==> src/periph_irq_pkg.sv <==
/*
 * Constants for the peripheral interrupt enable mask block: register
 * offsets, bit positions, reset values and small helper functions.
 * Assumes a 32-bit APB register bus with byte addresses and one clock.
 */
//
// Functional notes
// - Unimplemented mask bits read zero, ignore writes
// - Converter enable gates conversion-complete flag request
// - Serial port enable gates transfer-done request
// - Capture/compare enable gates its event request
// - Period-match enable gates period timer request
// - Overflow enable gates overflow timer request
// - Flags set on events regardless of mask
package periph_irq_pkg;

	// ********************************************************
	// Bus and register geometry
	// ********************************************************
	localparam int          ADDR_W          = 12;
	localparam int          DATA_W          = 32;
	localparam int          IRQ_W           = 8;

	localparam logic [11:0] MASK_OFFSET     = 12'h000;
	localparam logic [11:0] FLAG_OFFSET     = 12'h004;
	localparam logic [11:0] PEND_OFFSET     = 12'h008;

	// ********************************************************
	// Field positions, all but PEND_ANY_BIT shared by mask, flag and pending words
	// ********************************************************
	localparam int          TIMER_OVF_BIT   = 0;
	localparam int          PERIOD_BIT      = 1;
	localparam int          CAPCMP_BIT      = 2;
	localparam int          SERIAL_BIT      = 3;
	localparam int          CONV_DONE_BIT   = 6;
	localparam int          PEND_ANY_BIT    = 8;

	// Implemented positions: bits 6, 3, 2, 1 and 0
	localparam logic [7:0]  IMPL_MASK       = 8'h4f;

	// ********************************************************
	// Reset values
	// ********************************************************
	localparam logic [7:0]  MASK_RESET      = 8'h00;
	localparam logic [7:0]  FLAG_RESET      = 8'h00;

	// Keep only implemented positions
	function automatic logic [7:0] impl_bits(input logic [7:0] value);
		impl_bits = value & IMPL_MASK;
	endfunction : impl_bits

	// Place a byte in the low lane of a read word
	function automatic logic [31:0] low_byte_word(input logic [7:0] value);
		low_byte_word = {24'h000000, value};
	endfunction : low_byte_word

endpackage : periph_irq_pkg

==> src/periph_irq_mask.sv <==
/*
 * Peripheral interrupt enable mask with request flags and a combined
 * interrupt request, reached over APB.
 * Assumes event inputs come from peripheral logic on pclk and the
 * global enable sits outside this block.
 */
`timescale 1ns/1ps

module periph_irq_mask
	import periph_irq_pkg::*;
(
	input  wire logic              pclk,               // APB clock
	input  wire logic              presetn,            // APB reset, low
	input  wire logic              psel,               // Slave select
	input  wire logic              penable,            // Access phase
	input  wire logic              pwrite,             // Write when high
	input  wire logic [ADDR_W-1:0] paddr,              // Byte address
	input  wire logic [DATA_W-1:0] pwdata,             // Write data
	input  wire logic [3:0]        pstrb,              // Byte strobes
	output logic      [DATA_W-1:0] prdata,             // Read data
	output logic                   pready,             // Transfer ready
	output logic                   pslverr,            // Unmapped access
	input  wire logic              conv_done_evt,      // Conversion done
	input  wire logic              serial_port_evt,    // Serial transfer done
	input  wire logic              capcmp_evt,         // Capture/compare event
	input  wire logic              period_match_evt,   // Period timer match
	input  wire logic              timer_overflow_evt, // Overflow timer wrap
	output logic      [IRQ_W-1:0]  irq_pending,        // Flag AND mask
	output logic                   periph_irq          // Combined request
);

	// ********************************************************
	// Address decode
	// ********************************************************
	logic [ADDR_W-1:0] word_addr;
	logic              sel_mask;
	logic              sel_flag;
	logic              sel_pend;
	logic              mapped;
	logic              setup_phase;
	logic              access_done;
	logic              pready_reg;

	assign word_addr   = {paddr[ADDR_W-1:2], 2'b00};
	assign sel_mask    = (word_addr == MASK_OFFSET);
	assign sel_flag    = (word_addr == FLAG_OFFSET);
	assign sel_pend    = (word_addr == PEND_OFFSET);
	assign mapped      = sel_mask | sel_flag | sel_pend;
	assign setup_phase = psel & ~penable;
	assign access_done = psel & penable & pready_reg;

	// ********************************************************
	// Write strobes
	// ********************************************************
	logic              wr_low_byte;
	logic              wr_mask;
	logic              wr_flag;
	logic [7:0]        wr_byte;

	assign wr_low_byte = access_done & pwrite & pstrb[0];
	assign wr_mask     = wr_low_byte & sel_mask;
	assign wr_flag     = wr_low_byte & sel_flag;
	assign wr_byte     = pwdata[7:0];

	// ********************************************************
	// Mask register
	// ********************************************************
	logic [7:0]        mask_reg;
	logic [7:0]        mask_next;

	assign mask_next = wr_mask ? impl_bits(wr_byte) : mask_reg;

	always_ff @(posedge pclk or negedge presetn) begin
		if (!presetn) begin
			mask_reg <= MASK_RESET;
		end else begin
			mask_reg <= mask_next;
		end
	end

	// ********************************************************
	// Request flags
	// ********************************************************
	logic [7:0]        event_vec;
	logic [7:0]        flag_clr;
	logic [7:0]        flags;
	logic [7:0]        flags_nxt;

	// Events land in their flags whatever the mask holds
	always_comb begin
		event_vec                = 8'h00;
		event_vec[CONV_DONE_BIT] = conv_done_evt;
		event_vec[SERIAL_BIT]    = serial_port_evt;
		event_vec[CAPCMP_BIT]    = capcmp_evt;
		event_vec[PERIOD_BIT]    = period_match_evt;
		event_vec[TIMER_OVF_BIT] = timer_overflow_evt;
	end

	// Write one to clear
	assign flag_clr = wr_flag ? impl_bits(wr_byte) : 8'h00;

	sticky_flags #(
		.WIDTH     (IRQ_W),
		.RESET_VAL (FLAG_RESET)
	) u_flags (
		.clk       (pclk),
		.rst_n     (presetn),
		.set_vec   (event_vec),
		.clr_vec   (flag_clr),
		.flags     (flags),
		.flags_nxt (flags_nxt)
	);

	// ********************************************************
	// Gating and combined request
	// ********************************************************
	logic [7:0]        gated_next;
	logic              conv_req;
	logic              serial_req;
	logic              capcmp_req;
	logic              period_req;
	logic              ovf_req;
	logic              any_req_next;

	assign conv_req   = flags_nxt[CONV_DONE_BIT] & mask_next[CONV_DONE_BIT];
	assign serial_req = flags_nxt[SERIAL_BIT]    & mask_next[SERIAL_BIT];
	assign capcmp_req = flags_nxt[CAPCMP_BIT]    & mask_next[CAPCMP_BIT];
	assign period_req = flags_nxt[PERIOD_BIT]    & mask_next[PERIOD_BIT];
	assign ovf_req    = flags_nxt[TIMER_OVF_BIT] & mask_next[TIMER_OVF_BIT];

	always_comb begin
		gated_next                = 8'h00;
		gated_next[CONV_DONE_BIT] = conv_req;
		gated_next[SERIAL_BIT]    = serial_req;
		gated_next[CAPCMP_BIT]    = capcmp_req;
		gated_next[PERIOD_BIT]    = period_req;
		gated_next[TIMER_OVF_BIT] = ovf_req;
	end

	assign any_req_next = |gated_next;

	logic [7:0]        pending_reg;
	logic              irq_reg;

	// Registered so outputs track the held flags and mask
	always_ff @(posedge pclk or negedge presetn) begin
		if (!presetn) begin
			pending_reg <= 8'h00;
			irq_reg     <= 1'b0;
		end else begin
			pending_reg <= gated_next;
			irq_reg     <= any_req_next;
		end
	end

	assign irq_pending = pending_reg;
	assign periph_irq  = irq_reg;

	// ********************************************************
	// Read mux, sampled in the setup cycle
	// ********************************************************
	logic [DATA_W-1:0] rd_word;
	logic [DATA_W-1:0] pend_word;

	assign pend_word = low_byte_word(pending_reg) | ({31'h00000000, irq_reg} << PEND_ANY_BIT);

	always_comb begin
		rd_word = 32'h00000000;
		if (sel_mask) begin
			rd_word = low_byte_word(impl_bits(mask_reg));
		end else if (sel_flag) begin
			rd_word = low_byte_word(impl_bits(flags));
		end else if (sel_pend) begin
			rd_word = pend_word;
		end
	end

	// ********************************************************
	// APB response: one wait-free access after setup
	// ********************************************************
	logic [DATA_W-1:0] prdata_reg;
	logic              pslverr_reg;
	logic [DATA_W-1:0] prdata_next;
	logic              pready_next;
	logic              pslverr_next;

	assign pready_next  = setup_phase;
	assign pslverr_next = setup_phase & ~mapped;
	assign prdata_next  = (setup_phase & ~pwrite & mapped) ? rd_word :
	                      (access_done ? 32'h00000000 : prdata_reg);

	always_ff @(posedge pclk or negedge presetn) begin
		if (!presetn) begin
			prdata_reg  <= 32'h00000000;
			pready_reg  <= 1'b0;
			pslverr_reg <= 1'b0;
		end else begin
			prdata_reg  <= prdata_next;
			pready_reg  <= pready_next;
			pslverr_reg <= pslverr_next;
		end
	end

	assign prdata  = prdata_reg;
	assign pready  = pready_reg;
	assign pslverr = pslverr_reg;

endmodule : periph_irq_mask

==> src/sticky_flags.sv <==
/*
 * Bank of sticky event flags: set by hardware, cleared by software.
 * Assumes set and clear come from logic on the same clock.
 */
`timescale 1ns/1ps

module sticky_flags
	import periph_irq_pkg::*;
#(
	parameter int         WIDTH     = IRQ_W,
	parameter logic [7:0] RESET_VAL = FLAG_RESET
) (
	input  wire logic             clk,       // Core clock
	input  wire logic             rst_n,     // Async reset, low
	input  wire logic [WIDTH-1:0] set_vec,   // Event per bit
	input  wire logic [WIDTH-1:0] clr_vec,   // Clear per bit
	output logic      [WIDTH-1:0] flags,     // Held flags
	output logic      [WIDTH-1:0] flags_nxt  // Next flag value
);

	// ********************************************************
	// Next value: a set in the clear cycle wins
	// ********************************************************
	logic [WIDTH-1:0] flags_reg;
	logic [WIDTH-1:0] flags_next;

	assign flags_next = set_vec | (flags_reg & ~clr_vec);
	assign flags      = flags_reg;
	assign flags_nxt  = flags_next;

	always_ff @(posedge clk or negedge rst_n) begin
		if (!rst_n) begin
			flags_reg <= RESET_VAL[WIDTH-1:0];
		end else begin
			flags_reg <= flags_next;
		end
	end

endmodule : sticky_flags
==> config.mk <==
export PLATFORM = sky130hd
export DESIGN_NAME = periph_irq_mask
export DESIGN_NICKNAME = d
export VERILOG_FILES = /design/src/periph_irq_pkg.sv /design/src/periph_irq_mask.sv /design/src/sticky_flags.sv
export SDC_FILE = /design/constraint.sdc
export NUM_CORES = 1
export LEC_CHECK = 0
export BUFFER_PORTS_ARGS = -buffer_cell sky130_fd_sc_hd__buf_2
export CORE_AREA = 2 2 61 63
export DETAILED_ROUTE_END_ITERATION = 10
export DIE_AREA = 0 0 63 65
export PLACE_DENSITY = 0.88
export SYNTH_ARGS = -nofsm -noshare
export SYNTH_HDL_FRONTEND = slang
export SYNTH_SLANG_ARGS = --single-unit
==> constraint.sdc <==
create_clock -name pclk -period 2.3 [get_ports pclk]
set_input_delay 0.23 -clock pclk [delete_from_list [all_inputs] [get_ports pclk]]
set_output_delay 0.23 -clock pclk [all_outputs]
set_load 0.05 [all_outputs]
==> metrics <==
critical path class=reg -> reg; drt drc=0; Max Root-Sink Buffers=2; top post-synthesis cells by area=dfrtp_1, buf_4, mux2i_1; Max Clk Rate=509 MHz; max_cap viols=0; clock latency on the worst-skew pair=0.31 ns; IO buf count=39; Post-CTS Resized=0; pins over their slew limit=0; Cell Count, Final, Fillers Out=217; Slew headroom=66.6%; Die Y-Extent=65 µm; HPWL after DPL=~2.0 mm; area grow syn2layout=12.7%; leak pwr=0.819 nW; root buf cell=clkbuf_4; crit path max fanout=5; multiplexer share of the synthesized area=7.81%; vias post-DR=962; Crit. End Element=flop; post-synthesis cell count=about 130; xor/xnor cell area share of the yosys netlist=0%; antenna viol nets, final=0; layout cell share with drive strength beyond 1=29.6%; Final GP Congestion=0.733; CTS tree=yes; fill count=366; Worst EP required=between 2 and 3 ns; IO Pins=101; syn_area_per_cell=10.3 µm²; cell count after placement=213; Synth Warn #=0; setup_tns=0 ns; Synth Register Bits=24; max reg flops=6; # hold bufs at CTS=1; first-pass GRT wire length=4.04 mm; initial antenna violation count=0; largest net degree at the start of global routing=25; commonest non-fill, non-tap cells in the layout=buf_2, conb_1, dfrtp_1, nor2_1; register area share after synthesis=45.2%; CTS Sinks=24; Worst Tran Pin Value=0.502 ns; Worst Path Buf+Inv=0; starting density of the core=38.0%; clock skew=0.00641 ns; Critical path origin=pready; total CTS buffers=3; initial DRC count=32; main combinational cell family by area after synthesis=buffers and inverters; Worst-path clk slew=0.12 ns; DRT Pass-1 Iters=4; Post-Synth Simple-Gate Area=between 15 and 20%; die area=4100 µm²; Post-CTS Setup Bufs=0; drt total wl=between 2 and 2.5 mm; grt ovf=0; min-delay src=timer_overflow_evt; Slowest-stage cell, CP=or4_1; NumNets Final=229; vias in the first global route=943; RSZ-0062 raised after global routing=false; vias per std cell=roughly 4.4; Finished Core Util=42.9%; Die X=around 63 µm; antenna diode count=0; row count=22; number of library cell types mapped by synthesis=30; R2R setup slack=roughly 0.34 ns; crit path DAT=2.17 ns; hold crit path type=in -> reg; post-synthesis compound-gate area fraction=9.60%; Reg2Reg Launch Point=pready; final setup fails=0; Pwr Density=518 nW/µm²; Fin. Hold Viols=0; Mapped Area=1330 µm²; post-synth top area share=45.2%; slowest stage delay, CP=0.50 ns; commonest non-fill, non-tap cell in the layout=buf_2; CTS H-tree lvls=1; Post-Synth Adder-Cell Area=0%; Worst path top cell family by delay=simple AND/OR/NAND/NOR gates; fin crit period=around 2 ns; crit path launch type=flop; CP Cell Sequence=and3_1 -> nand4_2 -> mux2_2 -> and2_4 -> or4_1; drt wl/cell=11.3 µm; Max IR drop VDD=~0.00013 V; Synth area leader=dfrtp_1; gr usage total=12.6%; status=completed; Final Cycle Share=85.4%; core area=roughly 3500 µm²
## worst reg2reg max path, cell delays in order (launching register included)
cell and delay [ns]:
dfrtp_1 0.40, and3_1 0.21, nand4_2 0.20, mux2_2 0.38
and2_4 0.16, or4_1 0.50
## metal layers
layer,part of all wire (%),global-route usage (%),routed length (µm),vias up
met5,0,0,0,-
met4,1.6,5.00,38,0
met3,9.2,4.17,226,5
met2,51,23.3,1250,38
met1,38,13.0,932,448
li1,-,-,-,471
## synth_stat cells
cell / instances
nor2_1: 10
and4bb_1: 1
a21boi_1: 1
mux2_2: 3
nand4_1: 1
nand2_1: 3
a21oi_1: 6
nand3_1: 7
mux2i_1: 7
and2_4: 1
nor3b_1: 2
o22a_1: 1
or4_1: 1
o22ai_1: 3
clkbuf_1: 1
conb_1: 1
nand2b_1: 4
nand4_2: 1
and3_1: 1
and4b_1: 1
nor4_4: 2
o21ai_0: 1
o31ai_1: 5
buf_2: 2
a2111o_1: 1
inv_1: 7
buf_4: 29
o41ai_1: 1
nor2b_1: 1
dfrtp_1: 24
## kinds of logic after synthesis
group / Yosys count
AOI/OAI and AO/OA: 19
muxes: 10
other: 1
buffers and inverters: 39
DFF: 24
and+or+nand+nor: 36
## layout make-up
class                           instances  area (µm²)  area share, %
Multi-Input combinational cell         94         577           38.5
Clock buffer                            3        22.5           1.50
Sequential cell                        24         601           40.1
Inverter                                7        26.3           1.75
Tap cell                               48        60.1           4.01
Timing Repair Buffer                   41         213           14.2
## worst paths after layout
check | to | cells after the start
setup / recovery | periph_irq | 5
hold / removal | u_flags.flags[0] | 3
setup reg to reg | periph_irq | 5
hold reg to reg | prdata[0] | 2
max in group asynchronous | irq_pending[3] | 2
min in group asynchronous | prdata[6] | 2
## through the flow
stage / setup WS, ns / hold WS, ns / power (mW) / instance area (µm²)
2_1_floorplan: 0.151 / -0.0656 / 0.602 / 1440
3_3_place_gp: 0.196 / 0.224 / 0.603 / 1470
3_5_place_dp: 0.176 / 0.231 / 0.604 / 1470
4_1_cts: 0.325 / 0.111 / 0.781 / 1500
5_1_grt: 0.278 / 0.104 / 0.809 / 1500
6_report: 0.336 / 0.104 / 0.776 / 1500
## power breakdown
part,internal [mW],total (mW),switching [mW]
Clock,0.0614,0.179,0.117
Sequential,0.424,0.425,0.000856
Combinational,0.0287,0.173,0.144
Total,0.514,0.776,0.262
Power figures use the tool's default switching activity.
